**src/design/host_port_pkg.sv**
```systemverilog
// package: register map, field positions and carrier types of the host port control block
package host_port_pkg;

    // =====================================================================
    // register map (wishbone byte addresses, one word each)
    // =====================================================================
    localparam logic [3:0] core_ctrl_addr = 4'h0;
    localparam logic [3:0] pin_cfg_addr = 4'h4;
    localparam logic [3:0] host_state_addr = 4'h8;
    localparam logic [3:0] pin_state_addr = 4'hc;

    localparam logic [7:0] core_ctrl_reset = 8'h00;
    localparam logic [15:0] pin_cfg_reset = 16'h0000;

    // =====================================================================
    // core side control fields
    // =====================================================================
    localparam int ctrl_rx_irq_en_bit = 0;
    localparam int ctrl_tx_irq_en_bit = 1;
    localparam int ctrl_cmd_irq_en_bit = 2;
    localparam int ctrl_flag2_bit = 3;
    localparam int ctrl_flag3_bit = 4;
    localparam int ctrl_dma_lsb = 5;
    localparam int ctrl_dma_msb = 7;

    typedef enum logic [2:0] {
        dma_off = 3'h0,
        dma_h2c_24 = 3'h1,
        dma_h2c_16 = 3'h2,
        dma_h2c_8 = 3'h3,
        dma_host_width = 3'h4,
        dma_c2h_24 = 3'h5,
        dma_c2h_16 = 3'h6,
        dma_c2h_8 = 3'h7
    } dma_mode_t;

    // =====================================================================
    // pin configuration fields
    // =====================================================================
    localparam int cfg_gpio_en_bit = 0;
    localparam int cfg_addr8_en_bit = 1;
    localparam int cfg_addr9_en_bit = 2;
    localparam int cfg_select_en_bit = 3;
    localparam int cfg_req_en_bit = 4;
    localparam int cfg_ack_en_bit = 5;
    localparam int cfg_port_en_bit = 6;
    localparam int cfg_req_od_bit = 8;
    localparam int cfg_strobe_pol_bit = 9;
    localparam int cfg_as_pol_bit = 10;
    localparam int cfg_mux_bit = 11;
    localparam int cfg_dual_strobe_bit = 12;
    localparam int cfg_select_pol_bit = 13;
    localparam int cfg_req_pol_bit = 14;
    localparam int cfg_ack_pol_bit = 15;

    // pin index of the eight shared pins in the pin vectors
    localparam int pin_addr8 = 0;
    localparam int pin_addr9 = 1;
    localparam int pin_select = 2;
    localparam int pin_req = 3;
    localparam int pin_ack = 4;
    localparam int pin_as = 5;
    localparam int pin_ds = 6;
    localparam int pin_rw = 7;
    localparam int pin_count = 8;

    // =====================================================================
    // carrier types
    // =====================================================================
    typedef struct packed {
        logic cyc;
        logic stb;
        logic we;
        logic [3:0] sel;
        logic [3:0] adr;
        logic [31:0] dat;
    } wb_req_t;

    // host-function strobes after polarity correction, active high; rw_dir is the raw pin level
    typedef struct packed {
        logic select;
        logic addr_strobe;
        logic data_strobe;
        logic read_strobe;
        logic write_strobe;
        logic acknowledge;
        logic rw_dir;
    } host_strobes_t;

    // core-side events from the data path
    typedef struct packed {
        logic rx_full;
        logic tx_empty;
        logic cmd_pending;
    } core_events_t;

    typedef struct packed {
        logic rx_irq;
        logic tx_irq;
        logic cmd_irq;
    } core_irqs_t;

    // request demands from the data path, active high
    typedef struct packed {
        logic host_req;
        logic tx_req;
        logic rx_req;
    } host_reqs_t;

endpackage

```
**src/design/host_port_ctrl.sv**
```systemverilog
// module: core side control and pin configuration of the parallel host port
// Behaviour
// - port disabled makes every pin gpio
// - gpio enable connects or disconnects gpio pins
// - addr8 pin enable, forced by mux, port
// - addr9 pin enable, forced by mux, port
// - select pin enable, zero when port off
// - request pins enable, both request pins
// - acknowledge enable, ignored under double request
// - request lines driven or open drain
// - data strobes polarity low or high
// - address strobe polarity low or high
// - separate or multiplexed address/data bus
// - single strobe or dual read/write strobes
// - chip select polarity low or high
// - request output and acknowledge input polarities
// - receive and transmit interrupt enables
// - command interrupt enable
// - dma off, host width, host-to-core widths
// - core-to-host dma widths
//
// Added by the designer: the Wishbone register port and the address map.
module host_port_ctrl (
    input wire logic clk_i,
    input wire logic rst_i,
    input wire logic ce_i,
    input wire logic soft_rst_i,
    // classic wishbone slave
    input wire logic wb_cyc_i,
    input wire logic wb_stb_i,
    input wire logic wb_we_i,
    input wire logic [3:0] wb_sel_i,
    input wire logic [3:0] wb_adr_i,
    input wire logic [31:0] wb_dat_i,
    output logic [31:0] wb_dat_o,
    output logic wb_ack_o,
    output logic wb_err_o,
    // data path side
    input wire host_port_pkg::core_events_t events_i,
    input wire host_port_pkg::host_reqs_t reqs_i,
    input wire logic double_request_select_i,
    output host_port_pkg::core_irqs_t irqs_o,
    output logic core_flag_2_o,
    output logic core_flag_3_o,
    output logic [2:0] dma_mode_o,
    output logic dma_enable_o,
    output logic dma_core_to_host_o,
    output logic [1:0] dma_width_o,
    output logic muxed_bus_o,
    output logic dual_strobe_o,
    output logic port_enable_o,
    output host_port_pkg::host_strobes_t strobes_o,
    // shared pins
    input wire logic [7:0] pin_i,
    output logic [7:0] pin_o,
    output logic [7:0] pin_oe_o,
    output logic [7:0] host_fn_o,
    // general purpose side of the pins
    input wire logic [7:0] gpio_out_i,
    input wire logic [7:0] gpio_dir_i,
    output logic [7:0] gpio_in_o
);

    // =====================================================================
    // register state
    // =====================================================================
    logic [7:0] ctrl_q;
    logic [7:0] ctrl_d;
    logic [15:0] cfg_q;
    logic [15:0] cfg_d;
    logic ack_q;
    logic ack_d;
    logic err_q;
    logic err_d;
    logic [31:0] rdat_q;
    logic [31:0] rdat_d;
    logic [7:0] pin_s1_q;
    logic [7:0] pin_s2_q;
    host_port_pkg::core_irqs_t irqs_q;
    host_port_pkg::core_irqs_t irqs_d;
    host_port_pkg::host_strobes_t strobes_q;
    host_port_pkg::host_strobes_t strobes_d;

    // merge written bytes into a register image
    function automatic logic [31:0] merge(input logic [31:0] old, input logic [31:0] wr,
                                          input logic [3:0] sel);
        logic [31:0] r;
        r = old;
        for (int i = 0; i < 4; i++) begin
            if (sel[i]) begin
                r[8*i +: 8] = wr[8*i +: 8];
            end
        end
        return r;
    endfunction

    // undo a programmable polarity: result is active high
    function automatic logic polar(input logic level, input logic active_high);
        return active_high ? level : ~level;
    endfunction

    // =====================================================================
    // effective configuration
    // =====================================================================
    logic port_en;
    logic gpio_en;
    logic mux_eff;
    logic dual_eff;
    logic en_addr8;
    logic en_addr9;
    logic en_select;
    logic en_req;
    logic en_ack;
    logic req_od;
    logic req_pol;
    logic strobe_pol;
    logic [7:0] host_fn;

    always_comb begin
        port_en = cfg_q[host_port_pkg::cfg_port_en_bit];
        gpio_en = cfg_q[host_port_pkg::cfg_gpio_en_bit];
        // bus format bits only count while the port is on
        mux_eff = port_en & cfg_q[host_port_pkg::cfg_mux_bit];
        dual_eff = port_en & cfg_q[host_port_pkg::cfg_dual_strobe_bit];
        // separate bus needs the high address pins, so they are forced on
        en_addr8 = port_en & (~mux_eff | cfg_q[host_port_pkg::cfg_addr8_en_bit]);
        en_addr9 = port_en & (~mux_eff | cfg_q[host_port_pkg::cfg_addr9_en_bit]);
        en_select = port_en & cfg_q[host_port_pkg::cfg_select_en_bit];
        en_req = port_en & cfg_q[host_port_pkg::cfg_req_en_bit];
        // double request takes the ack pin as a second request line
        en_ack = en_req & (double_request_select_i | cfg_q[host_port_pkg::cfg_ack_en_bit]);
        req_od = port_en & cfg_q[host_port_pkg::cfg_req_od_bit];
        req_pol = port_en & cfg_q[host_port_pkg::cfg_req_pol_bit];
        strobe_pol = port_en & cfg_q[host_port_pkg::cfg_strobe_pol_bit];
        host_fn = 8'h00;
        host_fn[host_port_pkg::pin_addr8] = en_addr8;
        host_fn[host_port_pkg::pin_addr9] = en_addr9;
        host_fn[host_port_pkg::pin_select] = en_select;
        host_fn[host_port_pkg::pin_req] = en_req;
        host_fn[host_port_pkg::pin_ack] = en_ack;
        host_fn[host_port_pkg::pin_as] = mux_eff;
        host_fn[host_port_pkg::pin_ds] = port_en;
        host_fn[host_port_pkg::pin_rw] = port_en;
        if (!port_en) begin
            host_fn = 8'h00;
        end
    end

    // =====================================================================
    // pin drive
    // =====================================================================
    logic req_level;
    logic ack_level;

    always_comb begin
        req_level = double_request_select_i ? reqs_i.tx_req : reqs_i.host_req;
        ack_level = reqs_i.rx_req;
        for (int i = 0; i < host_port_pkg::pin_count; i++) begin
            // disconnected gpio pins neither drive nor pass input
            pin_o[i] = gpio_en & gpio_out_i[i];
            pin_oe_o[i] = gpio_en & gpio_dir_i[i];
            if (host_fn[i]) begin
                pin_o[i] = 1'b0;
                pin_oe_o[i] = 1'b0;
            end
        end
        if (host_fn[host_port_pkg::pin_req]) begin
            // open drain only pulls the line low and releases it at the high level
            pin_o[host_port_pkg::pin_req] = ~(req_level ^ req_pol);
            pin_oe_o[host_port_pkg::pin_req] = req_od
                ? pin_o[host_port_pkg::pin_req] == 1'b0 : 1'b1;
        end
        if (host_fn[host_port_pkg::pin_ack] && double_request_select_i) begin
            pin_o[host_port_pkg::pin_ack] = ~(ack_level ^ req_pol);
            pin_oe_o[host_port_pkg::pin_ack] = req_od
                ? pin_o[host_port_pkg::pin_ack] == 1'b0 : 1'b1;
        end
    end

    // =====================================================================
    // pin input synchroniser and decoding
    // =====================================================================
    always_ff @(posedge clk_i) begin
        if (rst_i) begin
            pin_s1_q <= 8'h00;
            pin_s2_q <= 8'h00;
        end else if (ce_i) begin
            pin_s1_q <= pin_i;
            pin_s2_q <= pin_s1_q;
        end
    end

    always_comb begin
        gpio_in_o = pin_s2_q & ~host_fn & {8{gpio_en}};
        strobes_d = '0;
        if (port_en) begin
            strobes_d.select = en_select & polar(pin_s2_q[host_port_pkg::pin_select],
                cfg_q[host_port_pkg::cfg_select_pol_bit]);
            strobes_d.addr_strobe = mux_eff & polar(pin_s2_q[host_port_pkg::pin_as],
                cfg_q[host_port_pkg::cfg_as_pol_bit]);
            strobes_d.acknowledge = en_ack & ~double_request_select_i
                & polar(pin_s2_q[host_port_pkg::pin_ack],
                cfg_q[host_port_pkg::cfg_ack_pol_bit]);
            if (dual_eff) begin
                strobes_d.write_strobe = polar(pin_s2_q[host_port_pkg::pin_ds],
                    strobe_pol);
                strobes_d.read_strobe = polar(pin_s2_q[host_port_pkg::pin_rw],
                    strobe_pol);
            end else begin
                strobes_d.data_strobe = polar(pin_s2_q[host_port_pkg::pin_ds],
                    strobe_pol);
                strobes_d.rw_dir = pin_s2_q[host_port_pkg::pin_rw];
            end
        end
    end

    // =====================================================================
    // core interrupts and dma decode
    // =====================================================================
    always_comb begin
        irqs_d.rx_irq = events_i.rx_full & ctrl_q[host_port_pkg::ctrl_rx_irq_en_bit];
        irqs_d.tx_irq = events_i.tx_empty & ctrl_q[host_port_pkg::ctrl_tx_irq_en_bit];
        irqs_d.cmd_irq = events_i.cmd_pending
            & ctrl_q[host_port_pkg::ctrl_cmd_irq_en_bit];
    end

    host_port_pkg::dma_mode_t dma_mode;
    always_comb begin
        dma_mode = host_port_pkg::dma_mode_t'(ctrl_q[host_port_pkg::ctrl_dma_msb:
            host_port_pkg::ctrl_dma_lsb]);
        dma_enable_o = dma_mode != host_port_pkg::dma_off;
        dma_core_to_host_o = 1'b0;
        dma_width_o = 2'h0;
        unique case (dma_mode)
            host_port_pkg::dma_off, host_port_pkg::dma_host_width: begin
                dma_width_o = 2'h0;
            end
            host_port_pkg::dma_h2c_24, host_port_pkg::dma_h2c_16,
            host_port_pkg::dma_h2c_8: begin
                dma_width_o = dma_mode[1:0];
            end
            host_port_pkg::dma_c2h_24, host_port_pkg::dma_c2h_16,
            host_port_pkg::dma_c2h_8: begin
                dma_core_to_host_o = 1'b1;
                dma_width_o = dma_mode[1:0];
            end
        endcase
    end

    assign dma_mode_o = ctrl_q[host_port_pkg::ctrl_dma_msb:host_port_pkg::ctrl_dma_lsb];
    assign core_flag_2_o = ctrl_q[host_port_pkg::ctrl_flag2_bit];
    assign core_flag_3_o = ctrl_q[host_port_pkg::ctrl_flag3_bit];
    assign muxed_bus_o = mux_eff;
    assign dual_strobe_o = dual_eff;
    assign port_enable_o = port_en;
    assign host_fn_o = host_fn;
    assign irqs_o = irqs_q;
    assign strobes_o = strobes_q;

    // =====================================================================
    // wishbone slave: one wait state, ack for one cycle
    // =====================================================================
    logic req;
    logic [31:0] ctrl_img;
    logic [31:0] cfg_img;

    always_comb begin
        req = wb_cyc_i & wb_stb_i & ~ack_q & ~err_q;
        ctrl_img = merge({24'h000000, ctrl_q}, wb_dat_i, wb_sel_i);
        cfg_img = merge({16'h0000, cfg_q}, wb_dat_i, wb_sel_i);
        ctrl_d = ctrl_q;
        cfg_d = cfg_q;
        ack_d = 1'b0;
        err_d = 1'b0;
        rdat_d = 32'h00000000;
        if (req) begin
            unique case (wb_adr_i)
                host_port_pkg::core_ctrl_addr: begin
                    ack_d = 1'b1;
                    rdat_d = {24'h000000, ctrl_q};
                    if (wb_we_i) begin
                        ctrl_d = ctrl_img[7:0];
                    end
                end
                host_port_pkg::pin_cfg_addr: begin
                    ack_d = 1'b1;
                    rdat_d = {16'h0000, cfg_q};
                    if (wb_we_i) begin
                        cfg_d = cfg_img[15:0];
                    end
                end
                host_port_pkg::host_state_addr: begin
                    ack_d = 1'b1;
                    rdat_d = {24'h000000, 1'b0, strobes_q};
                end
                host_port_pkg::pin_state_addr: begin
                    ack_d = 1'b1;
                    rdat_d = {16'h0000, host_fn, gpio_in_o};
                end
                default: begin
                    err_d = 1'b1;
                end
            endcase
        end
    end

    always_ff @(posedge clk_i) begin
        if (rst_i || soft_rst_i) begin
            ctrl_q <= host_port_pkg::core_ctrl_reset;
            cfg_q <= host_port_pkg::pin_cfg_reset;
            ack_q <= 1'b0;
            err_q <= 1'b0;
            rdat_q <= 32'h00000000;
            irqs_q <= '0;
            strobes_q <= '0;
        end else if (ce_i) begin
            ctrl_q <= ctrl_d;
            cfg_q <= cfg_d;
            ack_q <= ack_d;
            err_q <= err_d;
            rdat_q <= rdat_d;
            irqs_q <= irqs_d;
            strobes_q <= strobes_d;
        end
    end

    assign wb_ack_o = ack_q;
    assign wb_err_o = err_q;
    assign wb_dat_o = rdat_q;

endmodule

```
**config.mk**
```make
export PLATFORM = sky130hd
export DESIGN_NAME = host_port_ctrl
export DESIGN_NICKNAME = d
export VERILOG_FILES = /design/src/design/host_port_pkg.sv /design/src/design/host_port_ctrl.sv
export SDC_FILE = /design/constraint.sdc
export NUM_CORES = 1
export LEC_CHECK = 0
export BUFFER_PORTS_ARGS = -buffer_cell sky130_fd_sc_hd__buf_2
export CAP_MARGIN = 10
export CORE_ASPECT_RATIO = 1.2
export CORE_UTILIZATION = 46
export DETAILED_ROUTE_END_ITERATION = 7
export PLACE_DENSITY = 0.81
export SLEW_MARGIN = 15
export SYNTH_ARGS = -nofsm -noshare
export SYNTH_HDL_FRONTEND = slang
export SYNTH_SLANG_ARGS = --single-unit
```
**constraint.sdc**
```tcl
create_clock -name clk_i -period 2.6 [get_ports clk_i]
set_clock_uncertainty 0.15 [all_clocks]
set_input_delay 0.13 -clock clk_i [delete_from_list [all_inputs] [get_ports clk_i]]
set_output_delay 0.13 -clock clk_i [all_outputs]
set_load 0.02 [all_outputs]
```
Word-level counts from Yosys, hierarchy flattened
Cells that the tools add are included.
{"block": "op_classes", "eq_ne": 10, "mux": 39, "n_bitwise": 55, "n_reduce_logical": 12}
{"cell": "one-hot mux 16 bit (4 select lines)", "count": 1}
{"cell": "bitwise AND 1 bit", "count": 36}
{"cell": "two-way mux 1 bit", "count": 33}
{"cell": "bitwise AND 8 bit", "count": 2}
{"cell": "two-way mux 16 bit", "count": 1}
{"cell": "AND reduction 5 bit", "count": 3}
{"cell": "equality test 3 bit (second input constant)", "count": 4}
{"cell": "inverter 1 bit", "count": 11}
{"cell": "equality test 4 bit (second input constant)", "count": 2}
{"cell": "two-way mux 8 bit", "count": 1}
{"cell": "inverter 8 bit", "count": 1}
{"cell": "two-way mux 7 bit", "count": 1}
{"cell": "equality test 3 x 2 -> 1 bit (second input constant)", "count": 2}
{"cell": "OR reduction 6 bit", "count": 1}
{"cell": "equality test 4 x 3 -> 1 bit (second input constant)", "count": 1}
{"cell": "logical NOT 4 bit", "count": 1}
{"cell": "one-hot mux 2 bit (2 select lines)", "count": 1}
{"cell": "OR reduction 4 bit", "count": 1}
{"cell": "equality test 3 x 1 -> 1 bit (second input constant)", "count": 1}
{"cell": "logical NOT 3 bit", "count": 1}
{"cell": "bitwise OR 1 bit", "count": 3}
{"cell": "nonzero test 3 bit", "count": 1}
{"cell": "OR reduction 3 bit", "count": 1}
{"cell": "two-way mux 2 bit", "count": 1}
{"cell": "4 further kinds", "count": 5}
{"block": "totals", "regBits": 84, "inputBits": 78, "out_inout_bits": 88, "wordCells": 134}

Logic depth before layout (Yosys ltp)
Gate-level depths: netlist of the first run.
{"block": "logic_depth", "ltp_word": 10, "depth_mapped": 7, "depth_no_buf": 5}

Least setup slack after synthesis of the first run
Ideal clock, no wire load.
{"block": "synth_timing", "path_type": "register -> register", "startpoint": "register err_q, in the netlist wb_err_o", "endpoint": "register cfg_q[5]", "setup_time_ns": 0.128, "arrival_time_ns": 1.902, "required_ns": 2.322, "slack_ns": 0.420, "path_stages_with_launch": 6, "n_path_buf": 1, "period_less_slack_ns": 2.180, "cell_sequence": "dfxtp_1 > or4_4 > buf_6 > nor4_4 > mux2i_1 > nor2_1"}
{"block": "synth_between", "elab_chain_len": 3}
{"element": "start: declaration", "line_no": "host_port_ctrl.sv:73", "text": "logic err_q;"}
{"element": "start signal: assignment", "line_no": "host_port_ctrl.sv:320", "text": "err_q <= err_d;"}
{"element": "inverter 1 bit", "line_no": "host_port_ctrl.sv:268", "text": "req = wb_cyc_i & wb_stb_i & ~ack_q & ~err_q;"}
{"element": "bitwise AND 1 bit", "line_no": "host_port_ctrl.sv:268"}
{"element": "AND reduction 5 bit (no line)"}
{"element": "end signal: assignment", "line_no": "host_port_ctrl.sv:310", "text": "cfg_q <= host_port_pkg::pin_cfg_reset;"}
{"element": "end signal: assignment", "line_no": "host_port_ctrl.sv:318", "text": "cfg_q <= cfg_d;"}
{"element": "end: declaration", "line_no": "host_port_ctrl.sv:69", "text": "logic [15:0] cfg_q;"}
No other way between the ends.
A chain may end at the register's enable or synchronous reset.

Worst setup path after layout of the first run
{"block": "layout_timing", "startpoint": "register cfg_q[0]", "endpoint": "output gpio_in_o[6]"}
{"block": "layout_between", "elab_chain_len": 1}
{"element": "bitwise AND 8 bit", "line_no": "host_port_ctrl.sv:194", "text": "gpio_in_o = pin_s2_q & ~host_fn & {8{gpio_en}};"}
{"element": "end: declaration", "line_no": "host_port_ctrl.sv:61", "text": "output logic [7:0] gpio_in_o"}
No other way between the ends.

==> impl_metrics.py, run 1 <==
metrics = {
    "setup_path": {
        "cp-end-kind": "output port",
        "timing.critical_path.fanout_max": 22,
        "rr_startpoint": "wb_err_o",
        "timing_worst_setup_path_type": "register to output port",
        "crit_start": "cfg_q[0]",
        "cp_capture_point": "gpio_in_o[6]",
        "slack_of_the_worst_reg_to_reg_path_ns": 0.54,
        "rr_worst_depth": 4,
        "crit_required_ns": 2.32,
        "worstPathArrival_ns": 1.91,
        "reg2reg_to": "cfg_q[15]",
        "worstSetupStartpointType": "register",
    },
    "synthesis": {
        "synth-compound-area-share_pct": 8.776,
        "post_synth_instance_area_um2": 3251,
        "synthDominantCellAreaShare_pct": 41.88,
        "synth_xor_xnor_area_share_pct": 1.886,
        "muxShareOfSynthArea_pct": 18.86,
        "synth_cell_types": 39,
        "synth_sequential_area_ratio_pct": 41.88,
        "yosys_register_bits": 68,
        "synth.avg_cell_area_um2": 8.930,
        "synth_area_in_adders_pct": 0,
        "netlist_instances": 364,
        "yosys.area_share.simple_pct": 19.48,
        "count_of_synthesis_stage_warnings_from_yosys": 0,
        "synth_top_area_cell": "dfxtp_1",
        "synth_top_family_by_area": "simple AND/OR/NAND/NOR gates",
        "synth_top_cells_by_area": "dfxtp_1 42%, mux2i_1 15%, nor2_1 5.5%",
    },
    "clocking": {
        "clock_sink_count": 68,
        "worst_skew_pair.late_latency_ns": 0.35,
        "post_cts.repair.setup_buffers": 0,
        "cts_repair_resize_count": 0,
        "cts.reportedPaths.clkPinSlew_ns": 0.07,
        "cts-root-to-sink-buffers": 2,
        "ctsHtreeMaxLevel": 3,
        "cts_buffers": 9,
        "clk_root_buffer_cell": "clkbuf_8",
        "cts_tree": "done",
    },
    "pwr": {
        "share_clk_of_total_power_pct": 40.5,
        "cellLeakagePower_nw": 2.154,
        "power-per-cell-area_nw_per_um2": 478.9,
        "p_sw_uw": 514.6,
        "share_of_total_power_consumed_by_net_switching_pct": 24.06,
        "power_report.internal_total_mw": 1.624,
        "ir_drop_v": 0.0003600,
        "power.share.combinational_pct": 9.8,
        "power_frac_seq_pct": 49.7,
        "p_total_mw": 2.139,
    },
    "detailed_routing": {
        "drt_first_pass_iters": 4,
        "drt-initial-drc-count": 152,
        "postRouteAntennaNets": 0,
        "vias_per_cell": 5.110,
        "via_count": 3153,
        "wl_mm": 9.012,
        "drc": 0,
        "wire_per_inst_um": 14.61,
    },
    "sta": {
        "timing_max_transition_violations_final": 0,
        "min_period_over_period_pct": 84.10,
        "worstMarginPinSlew_ns": 0.6946,
        "max_freq_ghz": 0.4573,
        "worst_slew_margin_rel_pct": 53.63,
        "grt_setup_unrepaired": "no",
        "finalSetupTns_ns": 0,
        "period_needed_ns": 2.187,
        "hold_violations_final": 0,
        "finalSetupViolations": 0,
    },
    "global_route": {
        "grt_use_total_pct": 25.16,
        "first_global_vias": 2898,
        "grt_start_max_net_pins": 28,
        "grt_first_pass_wirelength_mm": 14.08,
        "overflow": 0,
        "antenna_found_initial": 0,
    },
    "final_layout": {
        "finalNetCount": 603,
        "area_growth_pct": 37.37,
        "fraction_of_final_layout_cells_with_drive_strength_greater_than_1_pct": 30.94,
        "antenna-diode-count": 0,
    },
    "placed_design": {
        "globalplace.congestion": 0.8465,
        "place.detailed.hpwl_mm": 6.587,
        "place.port_buffers": 131,
    },
    "job": {
        "cap_viol_max_count": 0,
    },
    "hold_path": {
        "whs_path_depth": 4,
        "worst_hold_path_type": "primary input to register",
        "min-delay-start": "double_request_select_i",
    },
    "floorplan": {
        "area_of_the_die_um2": 7408,
        "floorplan.rows": 33,
        "coreArea_um2": 6854,
        "die-height_um": 94.09,
        "initial_utilization_pct": 47.43,
        "die_w_um": 78.74,
        "design.portCount": 166,
    },
    "outcome": {
        "run_status": "finished clean",
    },
}
## worst max-delay path, cell delays in order (launching register included)
cell     delay (ns)
dfxtp_1        0.77
nor2b_1        0.41
and2_1         0.20
buf_2          0.18
## per-stage QoR
step / instance area, um^2 / setup WS [ns] / instances / utilization, % / hold slack [ns]
final: 4466 / 0.4134 / 617 / 65.15 / 0.06058
after detailed placement: 3891 / 0.5465 / 563 / 56.77 / 0.2204
after global routing: 4466 / 0.3130 / 617 / 65.15 / 0.09716
after floorplan: 3307 / 0.4203 / 379 / - / 0.1272
after CTS: 4466 / 0.4135 / 617 / 65.15 / 0.04097
after global placement: 3891 / 0.5659 / 563 / 56.77 / 0.2143
## worst min path at each step
stage and end:
4_1_cts strobes_o[1], 3_3_place_gp pin_s1_q[6], 6_report strobes_o[1], 5_1_grt strobes_o[0]
3_5_place_dp pin_s1_q[5], 2_1_floorplan cfg_q[7]
## power groups by stage
stage / clock (mW) / combinational (mW) / sequential, mW
3_3_place_gp: 0 / 0.161 / 1.09
5_1_grt: 0.919 / 0.228 / 1.06
2_1_floorplan: 0 / 0.120 / 1.08
3_5_place_dp: 0 / 0.164 / 1.09
4_1_cts: 0.876 / 0.208 / 1.06
6_report: 0.866 / 0.210 / 1.06
## registers in the layout, indices dropped and copies added (netlist names)
name	flops
pin_s1_q	8
cfg_q	16
pin_s2_q	8
wb_dat_o	16
wb_ack_o	1
ctrl_q	8
irqs_o	3
wb_err_o	1
strobes_o	7
## what timing repair did
action | in CTS | in global routing
hold buffers | 38 | 0
endpoints found under the hold margin | 44 | 0
setup endpoints to repair | 0 | 0
## cells in the mapped netlist, drive strengths merged
master,instances
nand3,12
clkbuf,18
a21oi,15
mux4,3
o21ai,24
mux2i,50
a32o,2
buf,25
o211a,1
nand4,2
xnor2,5
a41oi,2
nand3b,1
mux2,4
nor4,3
conb,1
and2,7
o21a,1
xor2,2
dfxtp,68
a22o,4
nor2,48
nor2b,3
nor3,3
or4,1
nand4b,1
or2,1
or3,1
nand2,31
inv,12
and3,13
## cell type report
class	instances	area, um^2
Fill cell	583	2389
Multi-Input combinational cell	256	1653
Sequential cell	68	1361
Timing Repair Buffer	178	1104
Clock buffer	12	145.1
Tap cell	87	108.9
Clock inverter	4	48.80
Inverter	12	45.04
## layout by cell type, fill, tap and decap left out, types with 12 or more instances in the layout
| cell type | Yosys | final |
|---|---|---|
| buf_2 | 0 | 131 |
| dfxtp_1 | 68 | 68 |
| mux2i_1 | 50 | 50 |
| nor2_1 | 48 | 48 |
| dlygate4sd3_1 | 0 | 38 |
| nand2_1 | 31 | 31 |
| o21ai_1 | 21 | 21 |
| conb_1 | 1 | 16 |
| a21oi_1 | 15 | 15 |
| and3_1 | 13 | 13 |
| nand3_1 | 12 | 12 |
## per-layer routing
metal / vias to the layer above / global-route usage, % / part of all wire (%)
met5: - / 0 / 0
met4: 0 / 13.73 / 2.5
met3: 16 / 5.243 / 6.5
met2: 139 / 43.77 / 51
met1: 1467 / 28.45 / 40
li1: 1531 / - / -
## cells by family after synthesis
logic type | count (synthesis)
buffers and inverters | 55
other | 1
XOR/XNOR | 7
AO/OA/AOI/OAI | 49
flip-flops | 68
AND/OR/NAND/NOR | 127
multiplexers | 57
(Power assumes the default switching activity.)
==> run 2: changes to the inputs <==
--- a/config.mk
+++ b/config.mk
@@ -5,12 +5,13 @@
 export SDC_FILE = /design/constraint.sdc
 export NUM_CORES = 1
 export LEC_CHECK = 0
+export ABC_AREA = 1
 export BUFFER_PORTS_ARGS = -buffer_cell sky130_fd_sc_hd__buf_2
 export CAP_MARGIN = 10
 export CORE_ASPECT_RATIO = 1.2
-export CORE_UTILIZATION = 46
+export CORE_UTILIZATION = 47
 export DETAILED_ROUTE_END_ITERATION = 7
-export PLACE_DENSITY = 0.81
+export PLACE_DENSITY = 0.8
 export SLEW_MARGIN = 15
 export SYNTH_ARGS = -nofsm -noshare
 export SYNTH_HDL_FRONTEND = slang
==> constraint.sdc (replaced) <==
create_clock -name clk_i -period 2.2 [get_ports clk_i]
set_clock_uncertainty 0.15 [all_clocks]
set_input_delay 0.11 -clock clk_i [delete_from_list [all_inputs] [get_ports clk_i]]
set_output_delay 0.11 -clock clk_i [all_outputs]
set_load 0.02 [all_outputs]
==> impl_metrics.py, run 2 <==
metrics = {
    "outcome": {
        "run_status": "finished clean",
    },
    "sta": {
        "max_freq_ghz": 0.4988,
        "finalSetupViolations": 0,
        "finalSetupTns_ns": 0,
        "hold_violations_final": 0,
        "setup_ws_ns": 0.1951,
        "timing_max_transition_violations_final": 0,
        "worstMarginPinSlew_ns": 0.9873,
        "min_period_over_period_pct": 91.13,
        "grt_setup_unrepaired": "no",
        "period_needed_ns": 2.005,
        "worst_slew_margin_rel_pct": 34.11,
    },
    "detailed_routing": {
        "vias_per_cell": 5.085,
        "drt_first_pass_iters": 5,
        "highest_layer": "met4",
        "met2_layer_wire_length_in_the_routed_design_mm": 5.053,
        "via_count": 3966,
        "wl_mm": 10.52,
        "detailed_routing_wirelength_on_met1_mm": 4.416,
        "drt-initial-drc-count": 263,
        "met3_length_um": 645,
        "postRouteAntennaNets": 0,
        "drc": 0,
        "wire_per_inst_um": 13.48,
    },
    "floorplan": {
        "area_of_the_die_um2": 7990,
        "coreArea_um2": 7317,
        "initial_utilization_pct": 49.04,
        "floorplan.rows": 34,
        "die_w_um": 81.77,
        "design.portCount": 166,
        "die-height_um": 97.72,
    },
    "clocking": {
        "post_cts.repair.setup_buffers": 0,
        "worst_skew_pair.late_latency_ns": 0.35,
        "cts_buffers": 9,
        "cts-root-to-sink-buffers": 2,
        "clk_root_buffer_cell": "clkbuf_8",
        "cts_repair_resize_count": 0,
        "cts.reportedPaths.clkPinSlew_ns": 0.08,
        "cts_tree": "done",
        "number_of_hold_repair_buffers_added_at_the_cts_stage": 28,
        "clock_sink_count": 68,
        "ctsHtreeMaxLevel": 3,
    },
    "final_layout": {
        "area_growth_pct": 29.88,
        "mostFrequentLayoutCells": "131 x buf_2, 130 x nand2_1, 79 x nor2_1",
        "fraction_of_final_layout_cells_with_drive_strength_greater_than_1_pct": 25.22,
        "finalNetCount": 763,
        "mostFrequentLayoutCell": "buf_2",
        "antenna-diode-count": 0,
        "layout.cell_area.non_filler_um2": 4661,
    },
    "setup_path": {
        "slack_of_the_worst_reg_to_reg_path_ns": 0.54,
        "crit_required_ns": 1.94,
        "cp-end-kind": "output port",
        "timing.critical_path.fanout_max": 17,
        "worstSetupStartpointType": "register",
        "worstPathArrival_ns": 1.74,
        "timing_worst_setup_path_type": "register to output port",
    },
    "global_route": {
        "overflow": 0,
        "antenna_found_initial": 0,
        "grt_use_total_pct": 27.15,
        "first_global_vias": 3626,
        "grt_start_max_net_pins": 47,
        "grt_first_pass_wirelength_mm": 16.64,
    },
    "pwr": {
        "ir_drop_v": 0.0003742,
        "power-per-cell-area_nw_per_um2": 597.7,
        "p_total_mw": 2.786,
        "cellLeakagePower_nw": 2.211,
    },
    "placed_design": {
        "place.detailed.hpwl_mm": 7.420,
        "dp_worst_setup_slack_ns": 0.5815,
        "place.port_buffers": 131,
        "detailed_place.area_um2": 4141,
        "globalplace.congestion": 0.9370,
    },
    "synthesis": {
        "count_of_synthesis_stage_warnings_from_yosys": 0,
        "synth-main-ff-cell": "dfxtp_1",
        "synth_cell_types": 30,
        "synth_top_cells_by_area": "dfxtp_1 38%, nand2_1 14%, nor2_1 8.3%",
        "synth.avg_cell_area_um2": 6.609,
        "synth_top_area_cell": "dfxtp_1",
        "async_flop_share_pct": 0,
        "synth.top_cells.by_count": "130 x nand2_1, 79 x nor2_1, 68 x dfxtp_1",
        "netlist_instances": 543,
        "synth_sequential_area_ratio_pct": 37.94,
        "post_synth_instance_area_um2": 3588,
        "most_common_cell_in_the_netlist": "nand2_1",
        "post_synth_edffs": 0,
        "synthDominantCellAreaShare_pct": 37.94,
        "yosys_register_bits": 68,
    },
    "job": {
        "cap_viol_max_count": 0,
    },
    "hold_path": {
        "worst_hold_path_type": "primary input to register",
    },
}
==> run 2: cell types whose count changed after synthesis, moves of 5 or more <==
cell	change
inv_1	+34
nand3_1	+41
mux2i_1	-50
nor2_1	+31
buf_2	+9
and3_1	-13
o21ai_1	-18
a21oi_1	+40
nand2_1	+99
and2_1	-7
clkbuf_1	-5
o21ai_0	+19
==> run 2: worst paths after layout <==
check / from / endpoint / cells past startpoint
setup reg to reg: wb_err_o / cfg_q[10] / 8
hold reg to reg: wb_dat_o[6] / wb_dat_o[6] / 2
hold / removal: wb_sel_i[1] / cfg_q[12] / 5
setup / recovery: cfg_q[0] / gpio_in_o[0] / 4
==> run 2: layout make-up <==
cell class	count	area (um^2)
clock buffer	9	123.9
clock inverter	7	115.1
fill	684	2656
inverter	50	192.7
multi-input combinational	389	1759
sequential	68	1361
tap	90	112.6
timing repair buffer	167	996.0
==> run 2: cell families after synthesis <==
logic type,count (synthesis),share of synthesized area [%]
and+or+nand+nor,280,33.12
DFF,68,37.94
buffers and inverters,101,14.61
AOI/OAI and AO/OA,86,12.52
other,1,0.1045
xor gates and xnor gates,7,1.709
==> run 2: report_power, final <==
part / switching, mW / internal [mW] / total (mW)
Combinational: 0.166 / 0.111 / 0.277
Clock: 0.493 / 0.748 / 1.24
Sequential: 0.0149 / 1.25 / 1.27
Total: 0.674 / 2.11 / 2.79
==> run 2: critical path, stage by stage, from the launching register on <==
cell and delay (ns):
dfxtp_1 0.57, buf_4 0.30, inv_1 0.10, nor3_1 0.21
buf_2 0.21
==> run 2: metrics by stage <==
stage / std cells / hold slack [ns] / utilization (%)
after floorplan: 558 / 0.09490 / -
after global placement: 736 / 0.1848 / 56.60
after detailed placement: 736 / 0.1937 / 56.60
after CTS: 780 / 0.03039 / 63.70
after global routing: 780 / 0.06378 / 63.70
final: 780 / 0.04065 / 63.70
==> run 2: per-layer routing <==
layer | vias to the layer above | global-route usage [%]
met5 | - | 0
met4 | 0 | 15.38
met3 | 33 | 3.474
met2 | 189 | 43.87
met1 | 1772 | 34.00
li1 | 1972 | -
==> run 3: changes to the inputs <==
--- a/config.mk
+++ b/config.mk
@@ -11,6 +11,7 @@
 export CORE_ASPECT_RATIO = 1.2
 export CORE_UTILIZATION = 47
 export DETAILED_ROUTE_END_ITERATION = 7
+export GPL_TIMING_DRIVEN = 0
 export PLACE_DENSITY = 0.8
 export SLEW_MARGIN = 15
 export SYNTH_ARGS = -nofsm -noshare
==> impl_metrics.py, run 3 (same netlist as run 2, synthesis figures left out) <==
metrics = {
    "floorplan": {
        "design.portCount": 166,
        "die-height_um": 97.72,
        "die_w_um": 81.77,
        "coreArea_um2": 7317,
        "area_of_the_die_um2": 7990,
        "floorplan.rows": 34,
        "initial_utilization_pct": 49.04,
    },
    "sta": {
        "period_needed_ns": 2.022,
        "min_period_over_period_pct": 91.91,
        "max_freq_ghz": 0.4946,
        "hold_violations_final": 0,
        "grt_setup_unrepaired": "no",
        "worstMarginPinSlew_ns": 0.5194,
        "worst_slew_margin_rel_pct": 65.25,
        "timing_max_transition_violations_final": 0,
        "finalSetupViolations": 0,
        "setup_ws_ns": 0.1780,
        "finalSetupTns_ns": 0,
    },
    "pwr": {
        "power-per-cell-area_nw_per_um2": 506.0,
        "p_total_mw": 2.475,
        "ir_drop_v": 0.0003713,
        "cellLeakagePower_nw": 2.377,
    },
    "setup_path": {
        "crit_required_ns": 1.94,
        "critical_path.cell_chain": "buf_4, nand2_2, nor2_2, inv_2, a32o_1, buf_2",
        "rr_startpoint": "wb_err_o",
        "timing_worst_setup_path_type": "register to output port",
        "worstSetupStartpointType": "register",
        "timing.critical_path.fanout_max": 9,
        "cp-end-kind": "output port",
        "rr_worst_depth": 8,
        "worstPathArrival_ns": 1.76,
        "cell_at_the_slowest_stage_of_the_critical_path": "dfxtp_1",
        "reg2reg_to": "cfg_q[9]",
        "slack_of_the_worst_reg_to_reg_path_ns": 0.49,
        "worst_path_largest_cell_delay_ns": 0.37,
    },
    "global_route": {
        "grt_first_pass_wirelength_mm": 17.97,
        "first_global_vias": 3778,
        "grt_use_total_pct": 30.11,
        "antenna_found_initial": 0,
        "grt_start_max_net_pins": 11,
        "overflow": 0,
    },
    "clocking": {
        "clock_sink_count": 68,
        "ctsHtreeMaxLevel": 3,
        "cts-root-to-sink-buffers": 2,
        "cts.reportedPaths.clkPinSlew_ns": 0.07,
        "clk_root_buffer_cell": "clkbuf_8",
        "worst_skew_pair.late_latency_ns": 0.35,
        "post_cts.repair.setup_buffers": 0,
        "cts_tree": "done",
        "cts_buffers": 9,
    },
    "detailed_routing": {
        "vias_per_cell": 5.084,
        "via_count": 4189,
        "drt-initial-drc-count": 223,
        "wire_per_inst_um": 14.20,
        "drt_first_pass_iters": 5,
        "postRouteAntennaNets": 0,
        "drc": 0,
        "wl_mm": 11.70,
    },
    "final_layout": {
        "area_growth_pct": 36.30,
        "layout.cell_area.non_filler_um2": 4891,
        "fraction_of_final_layout_cells_with_drive_strength_greater_than_1_pct": 27.38,
        "multi_input_comb_area_um2": 1762,
        "mostFrequentLayoutCell": "buf_2",
        "finalNetCount": 809,
        "fill_cells": 674,
        "mostFrequentLayoutCells": "139 x buf_2, 130 x nand2_1, 78 x nor2_1",
        "seq_area_um2": 1361,
        "antenna-diode-count": 0,
    },
    "placed_design": {
        "detailed_place.area_um2": 4413,
        "place.detailed.hpwl_mm": 8.607,
        "place.port_buffers": 131,
        "dp_worst_setup_slack_ns": 0.4609,
        "globalplace.congestion": 0.8731,
    },
    "outcome": {
        "run_status": "finished clean",
    },
    "hold_path": {
        "whs_path_depth": 3,
        "hold_path_end": "strobes_o[5]",
        "min-delay-start": "ce_i",
        "worst_hold_path_type": "primary input to register",
    },
    "job": {
        "cap_viol_max_count": 0,
    },
}
-- run 3: changes by cell type in the layout (fill, tap and decap cells not counted), moves of 2 or more --
| cell | change |
|---|---|
| bufinv_16 | -3 |
| clkinvlp_4 | -2 |
| dlygate4sd3_1 | +4 |
| buf_6 | +3 |
| buf_4 | +16 |
| clkbuf_1 | +13 |
| buf_2 | +8 |
-- run 3: critical path, delay by kind of cell, from the launching register on --
kind                   cells  cell delay, ns
AO/OA/AOI/OAI              1            0.23
buffers and inverters      3            0.44
flip-flops                 1            0.37
AND/OR/NAND/NOR            2            0.37
-- run 3: through the flow --
| step | util, % | hold WS, ns | std cells |
|---|---|---|---|
| 4_1_cts | 66.83 | 0.01704 | 825 |
| 2_1_floorplan | - | 0.09490 | 558 |
| 6_report | 66.84 | 0.02944 | 824 |
| 5_1_grt | 66.84 | 0.06181 | 824 |
| 3_3_place_gp | 60.31 | 0.1868 | 779 |
| 3_5_place_dp | 60.31 | 0.1981 | 779 |
-- run 3: final cells by class --
cell class	count	area share, %
well taps	90	2.302
clock buffers	11	2.891
multi-input cells	389	36.02
flip-flops and latches	68	27.83
repair buffers	163	19.95
inverters	50	3.940
clock inverters	3	0.3070
plain buffers	50	6.754
-- run 3: routing by layer --
layer	track usage, %	up-vias	routed length, um
met5	0	-	0
met4	12.69	0	378
met2	51.88	217	5747
li1	-	2060	-
met1	34.99	1879	4676
met3	6.479	33	901
-- run 3: what timing repair did --
action                                  in CTS  in global routing
endpoints found under the hold margin       41                  0
endpoints found under the setup margin       0                 10
hold buffers                                32                  0
gates resized for setup                      0                  2
-- run 3: worst max path at each step --
| stage | from | end | slack [ns] | cells past startpoint |
|---|---|---|---|---|
| 6_report | cfg_q[6] | pin_o[4] | 0.18 | 6 |
| 5_1_grt | cfg_q[6] | pin_o[4] | 0.09 | 6 |
| 4_1_cts | cfg_q[0] | pin_oe_o[7] | 0.08 | 6 |
| 3_5_place_dp | cfg_q[0] | pin_oe_o[7] | 0.46 | 6 |
| 3_3_place_gp | cfg_q[0] | pin_oe_o[7] | 0.47 | 6 |
| 2_1_floorplan | cfg_q[6] | wb_dat_o[4] | 0.29 | 8 |
-- run 3: power breakdown --
group / switching [mW] / internal (mW)
combinational: 0.181 / 0.143
clock: 0.460 / 0.422
sequential: 0.0157 / 1.25
